===== src/rtl/status_event_pkg.sv =====
// constants and carrier types for the status event register bank
package status_event_pkg;

    // ************************************************************
    // widths and group limits
    // ************************************************************
    localparam int         DW        = 16;
    localparam int         AW        = 8;
    localparam logic [15:0] OP_MAX   = 16'h5002;  // operation group maximum, 20482
    localparam logic [15:0] WARN_MAX = 16'h7CFF;  // warning group maximum, 31999
    localparam logic [15:0] RST_VAL  = 16'h0000;

    // ************************************************************
    // byte offsets: group base plus register offset
    // ************************************************************
    localparam logic [7:0] OP_BASE   = 8'h00;
    localparam logic [7:0] WARN_BASE = 8'h20;
    localparam logic [7:0] OFS_COND  = 8'h00;
    localparam logic [7:0] OFS_ENA   = 8'h04;
    localparam logic [7:0] OFS_EVT   = 8'h08;
    localparam logic [7:0] OFS_FALL  = 8'h0C;
    localparam logic [7:0] OFS_RISE  = 8'h10;
    localparam logic [7:0] CLEAR_ADR = 8'h40;    // write: clear both event registers
    localparam logic [7:0] SUMM_ADR  = 8'h44;    // read: summary flags in bits 1:0

    // ************************************************************
    // carriers
    // ************************************************************
    typedef struct packed {
        logic [AW-1:0] addr;
        logic [DW-1:0] wdata;
        logic          wr;
        logic          rd;
    } bus_req_s;

    typedef struct packed {
        logic [DW-1:0] s1;
        logic [DW-1:0] s2;
        logic [DW-1:0] s3;
        logic [DW-1:0] cond;
        logic [DW-1:0] enable;
        logic [DW-1:0] event_l;
        logic [DW-1:0] fall;
        logic [DW-1:0] rise;
    } group_s;

    typedef struct packed {
        group_s        op;
        group_s        warn;
        logic [DW-1:0] rdata;
    } state_s;

endpackage


===== src/rtl/status_event_regs.sv =====
// status event register bank: operation and warning groups with transition filters
//
// Design decisions made here: strobed register access and the placing of the registers.
`timescale 1ns/1ps

// What this block does
// - operation condition readable, within group maximum
// - operation enable mask writable and readable
// - operation event latch readable, within maximum
// - operation falling and rising filters kept separately
// - falling filter bit latches operation falling edge
// - rising filter bit latches operation rising edge
// - both filters zero: operation event untouched
// - warning condition readable, within group maximum
// - warning enable mask writable and readable
// - warning event latch readable, within maximum
// - warning falling and rising filters kept separately
// - falling filter bit latches warning falling edge
// - rising filter bit latches warning rising edge
// - both filters zero: warning event untouched
module status_event_regs
    import status_event_pkg::*;
(
    input  wire logic          mclk,
    input  wire logic          rst,
    input  wire bus_req_s      bus,
    input  wire logic [DW-1:0] op_cond_in,
    input  wire logic [DW-1:0] warn_cond_in,
    output logic      [DW-1:0] rdata,
    output logic               op_summary,
    output logic               warn_summary
);

    // ************************************************************
    // group update
    // ************************************************************

    // next value of one group: sync, edge filter, writes, read clear
    function automatic group_s group_next(
        input group_s        g,
        input logic [DW-1:0] pin,
        input logic [DW-1:0] gmax,
        input logic [AW-1:0] base,
        input bus_req_s      b
    );
        group_s        n;
        logic [DW-1:0] agree;
        logic [DW-1:0] edges;
        logic          ok;
        n     = g;
        n.s1  = pin & gmax;
        n.s2  = g.s1;
        n.s3  = g.s2;
        agree = ~(g.s2 ^ g.s3);
        n.cond = (g.cond & ~agree) | (g.s3 & agree);
        // edges pass only where their filter bit is set
        edges = (~g.cond & n.cond & g.rise)
              | (g.cond & ~n.cond & g.fall);
        // values above the group maximum are refused
        ok = b.wr && (b.wdata <= gmax);
        if (ok && b.addr == base + OFS_ENA)
        begin
            n.enable = b.wdata & gmax;
        end
        if (ok && b.addr == base + OFS_FALL)
        begin
            n.fall = b.wdata & gmax;
        end
        if (ok && b.addr == base + OFS_RISE)
        begin
            n.rise = b.wdata & gmax;
        end
        if ((b.rd && b.addr == base + OFS_EVT) || (b.wr && b.addr == CLEAR_ADR))
        begin
            n.event_l = RST_VAL;
        end
        // a new edge wins over a clear in the same cycle
        n.event_l = (n.event_l | edges) & gmax;
        return n;
    endfunction

    // read value of one group, zero when the address is not its own
    function automatic logic [DW-1:0] group_read(
        input group_s        g,
        input logic [AW-1:0] base,
        input logic [AW-1:0] addr
    );
        logic [DW-1:0] v;
        v = RST_VAL;
        if (addr == base + OFS_COND)
        begin
            v = g.cond;
        end
        if (addr == base + OFS_ENA)
        begin
            v = g.enable;
        end
        if (addr == base + OFS_EVT)
        begin
            v = g.event_l;
        end
        if (addr == base + OFS_FALL)
        begin
            v = g.fall;
        end
        if (addr == base + OFS_RISE)
        begin
            v = g.rise;
        end
        return v;
    endfunction

    // ************************************************************
    // state
    // ************************************************************
    state_s st_r;
    state_s st_nxt;

    // summary flags from the registered groups
    assign op_summary   = |(st_r.op.event_l & st_r.op.enable);
    assign warn_summary = |(st_r.warn.event_l & st_r.warn.enable);
    assign rdata        = st_r.rdata;

    // next state of the whole bank
    always_comb
    begin
        st_nxt       = st_r;
        st_nxt.op    = group_next(st_r.op, op_cond_in, OP_MAX, OP_BASE, bus);
        st_nxt.warn  = group_next(st_r.warn, warn_cond_in, WARN_MAX, WARN_BASE, bus);
        st_nxt.rdata = RST_VAL;
        if (bus.rd)
        begin
            // read data show the content before any clear
            st_nxt.rdata = group_read(st_r.op, OP_BASE, bus.addr)
                         | group_read(st_r.warn, WARN_BASE, bus.addr);
            if (bus.addr == SUMM_ADR)
            begin
                st_nxt.rdata = {14'h0000, warn_summary, op_summary};
            end
        end
    end

    // register the bank
    always_ff @(posedge mclk)
    begin
        if (rst)
        begin
            st_r <= '0;
        end
        else
        begin
            st_r <= st_nxt;
        end
    end

    logic [DW-1:0] op_edge;
    logic [DW-1:0] warn_edge;
    logic          op_clr;
    logic          warn_clr;
    logic          op_ena_wr;
    logic          op_fall_big;
    logic          op_rise_big;
    logic          warn_ena_wr;
    logic          warn_fall_big;
    logic          warn_rise_big;

    // helper terms for the checks
    assign op_edge     = (~st_r.op.cond & st_nxt.op.cond & st_r.op.rise)
                       | (st_r.op.cond & ~st_nxt.op.cond & st_r.op.fall);
    assign warn_edge   = (~st_r.warn.cond & st_nxt.warn.cond & st_r.warn.rise)
                       | (st_r.warn.cond & ~st_nxt.warn.cond & st_r.warn.fall);
    assign op_clr      = (bus.rd && bus.addr == OP_BASE + OFS_EVT)
                       || (bus.wr && bus.addr == CLEAR_ADR);
    assign warn_clr    = (bus.rd && bus.addr == WARN_BASE + OFS_EVT)
                       || (bus.wr && bus.addr == CLEAR_ADR);
    assign op_ena_wr   = bus.wr && bus.addr == OP_BASE + OFS_ENA && bus.wdata <= OP_MAX;
    assign op_fall_big = bus.wr && bus.addr == OP_BASE + OFS_FALL && bus.wdata > OP_MAX;
    assign op_rise_big = bus.wr && bus.addr == OP_BASE + OFS_RISE && bus.wdata > OP_MAX;
    assign warn_ena_wr = bus.wr && bus.addr == WARN_BASE + OFS_ENA
                       && bus.wdata <= WARN_MAX;
    // out of range writes to the warning filters
    assign warn_fall_big = bus.wr && bus.addr == WARN_BASE + OFS_FALL
                         && bus.wdata > WARN_MAX;
    assign warn_rise_big = bus.wr && bus.addr == WARN_BASE + OFS_RISE
                         && bus.wdata > WARN_MAX;
endmodule


===== config.mk =====
export PLATFORM = sky130hd
export DESIGN_NAME = status_event_regs
export DESIGN_NICKNAME = d
export VERILOG_FILES = /design/src/rtl/status_event_pkg.sv /design/src/rtl/status_event_regs.sv
export SDC_FILE = /design/constraint.sdc
export NUM_CORES = 1
export LEC_CHECK = 0
export BUFFER_PORTS_ARGS = -buffer_cell sky130_fd_sc_hd__buf_2
export CELL_PAD_IN_SITES_DETAIL_PLACEMENT = 1
export CELL_PAD_IN_SITES_GLOBAL_PLACEMENT = 1
export CORE_MARGIN = 5
export CORE_UTILIZATION = 44
export DETAILED_ROUTE_END_ITERATION = 12
export GPL_TIMING_DRIVEN = 0
export PLACE_DENSITY_LB_ADDON = 0.15
export REMOVE_ABC_BUFFERS = 1
export SYNTH_ARGS = -nofsm -noshare
export SYNTH_HDL_FRONTEND = slang
export SYNTH_SLANG_ARGS = --single-unit

===== constraint.sdc =====
create_clock -name mclk -period 2.5 [get_ports mclk]
set_clock_uncertainty 0.05 [all_clocks]
set_input_delay 0.75 -clock mclk [delete_from_list [all_inputs] [get_ports mclk]]
set_output_delay 0.75 -clock mclk [all_outputs]
set_load 0.01 [all_outputs]

## Word-level counts from Yosys, hierarchy flattened

Index checks and enable logic that the tools add are counted.

| storage, ports and cells | value |
|---|---|
| output and inout port bits | 18 |
| flip-flop bits (word level) | 208 |
| logic and storage cells | 98 |
| input port bits | 60 |

| cells by class | value |
|---|---|
| reduce and logical (&&, ||, !) cells | 18 |
| bitwise gates (word level) | 32 |
| mux-type cells | 15 |
| magnitude comparators | 2 |
| eq/ne operators | 11 |

Operators by type and width:

| kind | number |
|---|---|
| $mux 16 | 13 |
| $and 15x15->15 | 10 |
| $and 16x16->16 | 4 |
| $not 16->16 | 4 |
| $not 15->15 | 4 |
| $or 15x15->15 | 4 |
| $or 16x16->16 | 3 |
| $eq 8x6->1 const B | 5 |
| $le 16x15->1 const B | 2 |
| $reduce_or 16->1 | 2 |
| $xor 16x16->16 | 2 |
| $mux 15 | 2 |
| $eq 8x4->1 const B | 2 |
| $eq 8x7->1 const B | 2 |
| $logic_and 1x1->1 | 11 |
| $eq 8x3->1 const B | 1 |
| $eq 8x5->1 const B | 1 |
| $logic_not 8->1 | 1 |
| $reduce_or 3->1 | 1 |
| $logic_or 1x1->1 | 2 |
| $reduce_or 2->1 | 1 |
| $not 1->1 | 1 |

## Depth between registers and ports, before layout

Gate-level depths: netlist of run 1.

| logic depth | value |
|---|---|
| word-level depth | 10 |
| gate-level depth with buffers | 7 |
| mapped depth without buffers | 4 |

## Worst setup path after synthesis of run 1

OpenSTA, ideal clock, no wires.

| timing | value |
|---|---|
| path type | input to register |
| start point | in bus[21] in the netlist's numbering |
| end point | reg st_r[66] in the netlist's numbering |
| setup time | 0.128 ns |
| data required time | 2.322 ns |
| arrival time | 1.949 ns |
| slack | 0.373 ns |
| cell stages on the path | 6 |
| buffers on the path | 2 |
| cells stage by stage | buf_2 nor4b_1 o2111ai_2 buf_4 mux2i_1 nor2_1 |

| between the ends | value |
|---|---|
| longest elaborated chain between the ends | 2 |

Ends and longest elaborated chain:

| element | line | RTL |
|---|---|---|
| start: declaration | status_event_regs.sv:26 | `input wire bus_req_s bus,` |
| $eq 8x6->1 | - |  |
| $logic_and 1x1->1 | status_event_regs.sv:61 | `if (ok && b.addr == base + OFS_ENA)` |
| end signal: assignment | status_event_regs.sv:152 | `st_r <= st_nxt;` |
| end: declaration | status_event_regs.sv:116 | `state_s st_r;` |

No other way between the ends.
A chain may end at the register's enable or synchronous reset.

## Worst setup path after layout of run 1

| timing | value |
|---|---|
| start point | reg st_r[69] in the netlist's numbering |
| end point | out warn_summary |

| between the ends | value |
|---|---|
| longest elaborated chain between the ends | 2 |

Ends and longest elaborated chain:

| element | line | RTL |
|---|---|---|
| $and 15x15->15 | status_event_regs.sv:121 | `assign warn_summary = \|(st_r.warn.event_l & st_r.warn.enable);` |
| $reduce_or 16->1 | status_event_regs.sv:121 |  |
| end: declaration | status_event_regs.sv:31 | `output logic warn_summary` |

No other way between the ends.

==> results.txt, run 1 <==
- After layout, the minimum clock period comes to between 2 and 3 ns.
* Slew Limit Fails: 0
* Worst setup slack before clock tree synthesis: -0.502 ns
- Routed length on met2: between 8000 and 9000 microns
* Launch point of the worst reg-to-reg path: st_r[69]
* Clock-pin slew on the worst setup and hold paths: roughly 0.06 ns
- Placed Instances: around 800
* Switch share: approximately 22%
* Multi-input gate area: approximately 2800 sq um
- The number of antenna violations at the first check in global routing is 0.
* Endpoints failing setup: 1
- The routed design has approximately 17000 microns of wire.
- DRC Markers: 0
* Final antenna diode count: 0
- Final hold vios: 0
- Peak supply drop: around 0.00054 V
- Critical setup path kind: register to primary output
- Measured against its own limit, the worst slew margin works out to about 45%.
- For this design the total switching power over the nets is ~1100 uW.
- TritonCTS clock tree: done
- Global route total overflow: 0
- The finished layout holds about 850 standard cells, fillers aside.
- The min-delay analysis places its worst path in the category register to register.
- Sequential area share after synthesis: 47.9%
* Leak: between 0.002 and 0.003 uW
- The routed layout has about 4800 vias.
- Chip Height: ~130 microns
- Area occupied by registers: 2830 sq um
- The final reports fail on negative setup slack.
- Number of fillers in the final layout: roughly 1500
* Seq pwr share: a little over two fifths
- The first routing iteration left a little over 300 violations.
- STA classifies the critical path startpoint as a register.
- Across all hold checks on the routed design, the worst slack comes to around 0.39 ns.
- Met1 Wirelength: between 7000 and 8000 microns
- Core Region: about 13000 sq um
- Worst hold path depth: 1
- Based on the critical path, the design can be clocked at up to 0.373 GHz.
- Measured on the finished design, the core utilization comes to a little over half.
- Leaving out fill and tap cells, the most frequent cells in the layout are dfxtp_1 (139), a21oi_1 (66), buf_2 (55), o21ai_0 (53), nor2b_1 (51).
* CP arrival: ~1.9 ns
- Post-synth design cell area: about 5900 sq um
* Number of H-tree levels: 4
- For the worst flop-to-flop path, the logic depth is 5.
- Relative contribution of the clock network to total power: roughly 52%
- Die Outline Area: between 15000 and 20000 sq um
* Net total in the final layout: between 700 and 800
- The completed layout was analyzed and its total power is between 5000 and 6000 uW.
- CP Data Required Time: about 1.7 ns
* Share of final-layout standard cells stronger than drive strength 1: 21.3%
- Internal power comes to ~4000 uW.
- Layout-stage area growth over the synthesis result: 16.7%
* Vias in the first global route: between 5000 and 6000
- Startpoint of the lowest-slack hold path: st_nxt[252]
* Worst flop-to-flop path endpoint: rdata[1]
- In this run the count of I/O pins placed on the die edge is 78.
* Count of distinct cell types in the synthesized netlist: 52
* Detail Route Antenna Nets: 0
- In this run the worst path has a maximum fanout of 2.
* Num CTS Buffers: 17
- Flop-to-flop setup slack: about 0.56 ns
* Maximum clock path buffer count: 2
- DP HPWL: approximately 10000 microns
* Hold worst-path end: st_nxt[236]
* Pin count of the biggest net entering global routing: 98
- The tool flagged a number of max-cap violations equal to 0.
* Last weighted congestion value of the routability-driven placer: a little over 0.8
- Global routing usage summed across all routing layers: roughly 22%
* Input/output buffers: 58
- Routed vias/inst: 5.72
- Dividing total power by cell area gives a power density of ~760 nW/um^2.
- The cell count after synthesis came out at 624.
* Crit share post-route: 107%
- The first global-routing pass estimated 26900 microns of wire.
- Setup repair after global routing could not meet its margin everywhere.
* Post-synthesis sequential element count: 141
- Number of placement rows: 42
* Die width: 126 microns
* Yosys warning count: 0
- The tree is rooted in a clkbuf_16.
- Per-cell routed wire length: about 20 microns
- Initial core utilization: 44.7%
- The routed design uses a little under 700 microns of met3 wire.
* Outcome: complete, but fails checks
* Post-CTS Hold Fix Bufs: 0
- STA classifies the critical path endpoint as a primary output.
- Fin worst setup slack: -0.180 ns
- Combinational share of power: about 4.4%
- Uppermost metal layer occupied by signal nets: met4
* Worst Tran Pin Value: 0.825 ns
* Number of search-and-repair iterations in the first detailed-routing pass: 4
- Clock Sinks: 141
- Latest clock arrival within the worst-skew pair: 0.43 ns
- After synthesis, the mean cell area works out to ~9.4 sq um.
- The library cell used most frequently in the layout, excluding fill and tap cells, is dfxtp_1.
[power groups by stage]
stage / Clock (uW) / Sequential, uW / Combinational [uW]
global placement: 0 / 2350 / 213
finish: 2720 / 2300 / 232
floorplan: 0 / 2340 / 82.3
CTS: 2770 / 2300 / 230
detailed placement: 0 / 2350 / 226
global route: 2880 / 2300 / 253
[worst max-delay path: stages (launching register included)]
cell	delay, ns
dfxtp_2	0.32
a222oi_1	0.42
nand3_1	0.19
or3_4	0.38
buf_6	0.13
[what timing repair did]
action | CTS | global route
pin swaps | 4 | 0
setup buffers | 5 | 0
gates resized for setup | 6 | 4
endpoints found under the hold margin | 0 | 0
setup endpoints to repair | 21 | 46
[synthesized netlist by cell type (all sizes together)]
cell,instances,area share (%)
a21oi,66,5.6
a222oi,1,0.17
a22o,1,0.15
a22oi,16,2.0
a2bb2o,1,0.17
a2bb2oi,1,0.15
a31oi,17,1.8
a32oi,1,0.15
and2,1,0.13
and3,2,0.23
and4,2,0.30
buf,28,3.4
clkbuf,25,1.8
conb,1,0.064
dfxtp,141,48
inv,1,0.064
mux2,18,3.4
mux2i,26,4.4
mux4,6,2.3
nand2,35,2.2
nand2b,6,0.64
nand3,32,2.7
nand4,2,0.21
nand4b,4,0.59
nor2,31,2.0
nor2b,51,5.4
nor3,8,0.87
nor3b,12,1.5
nor4,2,0.21
nor4b,4,0.70
o2111ai,2,0.51
o211ai,2,0.25
o21a,1,0.13
o21ai,59,5.0
o22ai,1,0.11
o2bb2ai,4,0.59
o41ai,1,0.15
or2b,6,0.85
or3,3,0.32
or4,1,0.19
or4b,2,0.47
[worst max-delay path by stage]
stage	start	endpoint	slack, ns	cells after the start
2_1_floorplan	bus[19]	st_r[64]	0.36	4
3_3_place_gp	rst	rdata[13]	-1.12	4
3_5_place_dp	bus[21]	st_r[74]	-0.50	5
4_1_cts	st_r[69]	warn_summary	-0.17	4
5_1_grt	st_r[69]	warn_summary	-0.23	4
6_report	st_r[69]	warn_summary	-0.18	4
[per-stage QoR]
step / cell area, sq um / TNS (ns)
floorplan: 5590 / 0
global placement: 6100 / -76.46
detailed placement: 6160 / -24.26
CTS: 6860 / -0.171
global route: 6880 / -0.228
finish: 6880 / -0.180
[layer usage]
metal	up-vias	track usage (%)
met5	-	0
met1	2415	26.2
li1	2293	-
met4	0	7.72
met2	106	36.9
met3	28	5.88
[logic make-up (layout without fill, tap and decap cells)]
| kind of cell | count (synthesis) | after routing | share of synthesized area [%] |
|---|---|---|---|
| simple gates | 204 | 204 | 19.6 |
| other cells | 1 | 3 | 0.0637 |
| compound gates | 174 | 174 | 17.0 |
| mux | 50 | 50 | 10.2 |
| buf+inv | 54 | 98 | 5.25 |
| flops | 141 | 141 | 47.9 |
[area by class of cell]
cell class	instances	share of cell area (%)
clock buffers	21	6.84
clock inverters	11	2.38
flip-flops and latches	141	41.1
multi-input cells	431	40.9
repair buffers	65	5.55
well taps	176	3.20
inverters	1	0.0546
[state kept, by name, summed over array words and instances, names as in the netlist]
signal  count
rdata      13
st_nxt     32
st_r       96
Note: power is estimated with default switching activity, not from simulation.
==> inputs of run 2 (changes only) <==
--- a/config.mk
+++ b/config.mk
@@ -9,7 +9,7 @@
 export CELL_PAD_IN_SITES_DETAIL_PLACEMENT = 1
 export CELL_PAD_IN_SITES_GLOBAL_PLACEMENT = 1
 export CORE_MARGIN = 5
-export CORE_UTILIZATION = 44
+export CORE_UTILIZATION = 47
 export DETAILED_ROUTE_END_ITERATION = 12
 export GPL_TIMING_DRIVEN = 0
 export PLACE_DENSITY_LB_ADDON = 0.15
==> constraint.sdc (replaced) <==
create_clock -name mclk -period 3.1 [get_ports mclk]
set_clock_uncertainty 0.05 [all_clocks]
set_input_delay 0.93 -clock mclk [delete_from_list [all_inputs] [get_ports mclk]]
set_output_delay 0.93 -clock mclk [all_outputs]
set_load 0.01 [all_outputs]
==> run 2 against run 1 <==
Effect of this change:
- the flow now finishes without violations
- utilization increased by 3.7 points
- design area decreased by 1.2%
- non-clock buffer count shrank 5
- via count grew 0.45%
- critical path depth is the same
- clock power is 17% lower
- sequential share of layout area increased by 0.45 points
- global-route usage rose by 1.1 points
- sequential power is 20% lower
- power decreased by 18%
- largest cell class unchanged
==> results.txt, run 2 (synthesized netlist as in run 1, its figures left out) <==
- After clock tree synthesis, the setup repair step added 0 buffers.
- Total number of vias: between 4000 and 5000
* Outcome: finished, final reports clean
- TritonCTS clock tree: done
* Maximum clock path buffer count: 2
* Global routing usage summed across all routing layers: between 20% and 30%
* Critical path capture point type: primary output
- CP Data Required Time: roughly 2.1 ns
- The final-report max-slew violation count was 0.
- Chip Height: approximately 120 microns
- Initial antenna violation count: 0
- Worst setup SP type: register
* Cell at the root of the clock tree: clkbuf_16
- The worst setup path is of the register to primary output kind.
- Using the TritonRoute via totals, the vias-per-cell ratio works out to approximately 6.
- Max-cap violations in this run came to 0.
* Area occupied by registers: about 2800 sq um
- The final hold violation count came to 0.
- Non-Filler Instances: approximately 830
- Number of H-tree levels: 4
- In the final design database the tool counted just over 700 nets.
- Number of gates resized after cts: 0
- Initial core utilization: between 40 and 50%
- Worst slew margin relative to its limit: between 20 and 30%
- Number of design-rule violations left by the first detailed-router iteration: 468
* Num CTS Buffers: 17
- Clock Sinks: around 140
* TNS Setup: 0 ns
* Highest achievable clock rate: 0.348 GHz
- After clock tree synthesis, the clock-pin slew on the worst setup and hold paths is ~0.060 ns.
- PD cells: around 630 nW/um^2
- Entering global routing, the biggest net connects 91 pins.
- Setup repair after global routing missed its margin: no
- Share of final-layout standard cells stronger than drive strength 1: approximately a fifth
- Total routed wirelength: about 16000 microns
- Die Outline Area: between 10000 and 15000 sq um
* Peak supply drop: approximately 0.00043 V
* IO Pins: 78
* DP HPWL: just over 10000 microns
- Setup violations remaining at the end of the flow were counted as 0.
- Crit share post-route: about 93%
- CP arrival: around 1.9 ns
- Detail Route Antenna Nets: 0
- Ranked by flip-flop count, first place goes to st_r.
- Global route total overflow: 0
- Cells fill 55.9% of the core in the end.
- Summing all multi-input logic gate instances after layout gives about 2800 sq um.
- Once placement completed, the tool counted placed cells totaling 801.
- Number of placement rows: 40
- Vias in the first global route: between 5000 and 6000
- Worst Tran Pin Value: 1.08 ns
* Latest clock arrival within the worst-skew pair: 0.42 ns
- Number of search-and-repair iterations in the first detailed-routing pass: 5
- DRC Markers: 0
* Post-CTS Hold Fix Bufs: 0
* Largest driver fanout on the critical path: 3
- Routability-driven placement finished with a final weighted congestion of 0.851.
* Most common library cell in the layout ignoring fill and taps: dfxtp_1
- Core Region: ~12000 sq um
* Per-cell routed wire length: slightly below 20 microns
- The count of buffers added on input and output ports is 58.
* Layout-stage area growth over the synthesis result: 15.4%
- After layout, the minimum clock period comes to approximately 2.9 ns.
- Final antenna diode count: 0
* Flip-flop count of the largest register, all copies and words added: 96
- The die is between 100 and 150 microns wide.
* Number of fillers in the final layout: 1400
- In this run the worst hold path is classified as register to register.
* Leak: approximately 0.0026 uW
- The first global-routing pass estimated about 26000 microns of wire.
* Most frequent cells in the layout: dfxtp_1 (141), a21oi_1 (66), buf_2 (57), o21ai_0 (53), nor2b_1 (51)
run 2: cell types whose count changed in the layout (fill, tap and decap cells not counted), moves of 2 or more:
cell,previous run,this run
dfxtp_2,2,0
clkinvlp_4,2,0
clkinv_4,1,3
nor4b_2,3,1
buf_2,55,57
clkinv_2,4,2
dfxtp_1,139,141
nor4b_1,1,3
clkbuf_1,1,3
buf_4,6,1
run 2: power breakdown:
part | internal [uW] | switching (uW) | leakage, uW
combinational | 63.6 | 120 | 0.00109
clock | 1470 | 774 | 0.000318
sequential | 1840 | 15.1 | 0.00114
run 2: path summary, 6_finish.rpt:
check,from,end,slack (ns),depth (start not counted)
worst max-delay path,st_r[53],warn_summary,0.22,4
worst min register to register,st_nxt[252],st_nxt[236],0.38,1
worst min-delay path,st_nxt[252],st_nxt[236],0.38,1
worst max register to register,st_r[53],rdata[1],1.34,4
run 2: layout make-up:
cell class                      instances  area share (%)
Multi-Input combinational cell        431            40.9
Sequential cell                       141            41.5
Timing Repair Buffer                   60            4.88
Clock inverter                         10            2.74
Clock buffer                           22            6.83
Inverter                                1          0.0552
Tap cell                              168            3.09
run 2: stage by stage:
stage	power, uW	worst slack (ns)	hold WS, ns	cell area (sq um)
after floorplan	1960	0.784	0.364	5590
after global placement	2060	-0.663	0.367	6090
after CTS	4320	0.207	0.391	6800
after global routing	4420	0.0468	0.406	6800
final	4280	0.224	0.383	6800
after detailed placement	2070	-0.104	0.377	6140
run 2: layer usage:
layer | vias to the layer above | part of all wire (%) | track usage [%]
met1 | 2432 | 44 | 29.4
met4 | 0 | 1.8 | 7.07
met3 | 26 | 5.6 | 5.57
li1 | 2283 | - | -
met5 | - | 0 | 0
met2 | 123 | 48 | 37.6
run 2: critical path: stages (launching register included):
cell and delay, ns:
dfxtp_1 0.34, a222oi_1 0.36, nand3_1 0.18, or3_1 0.44, buf_2 0.16
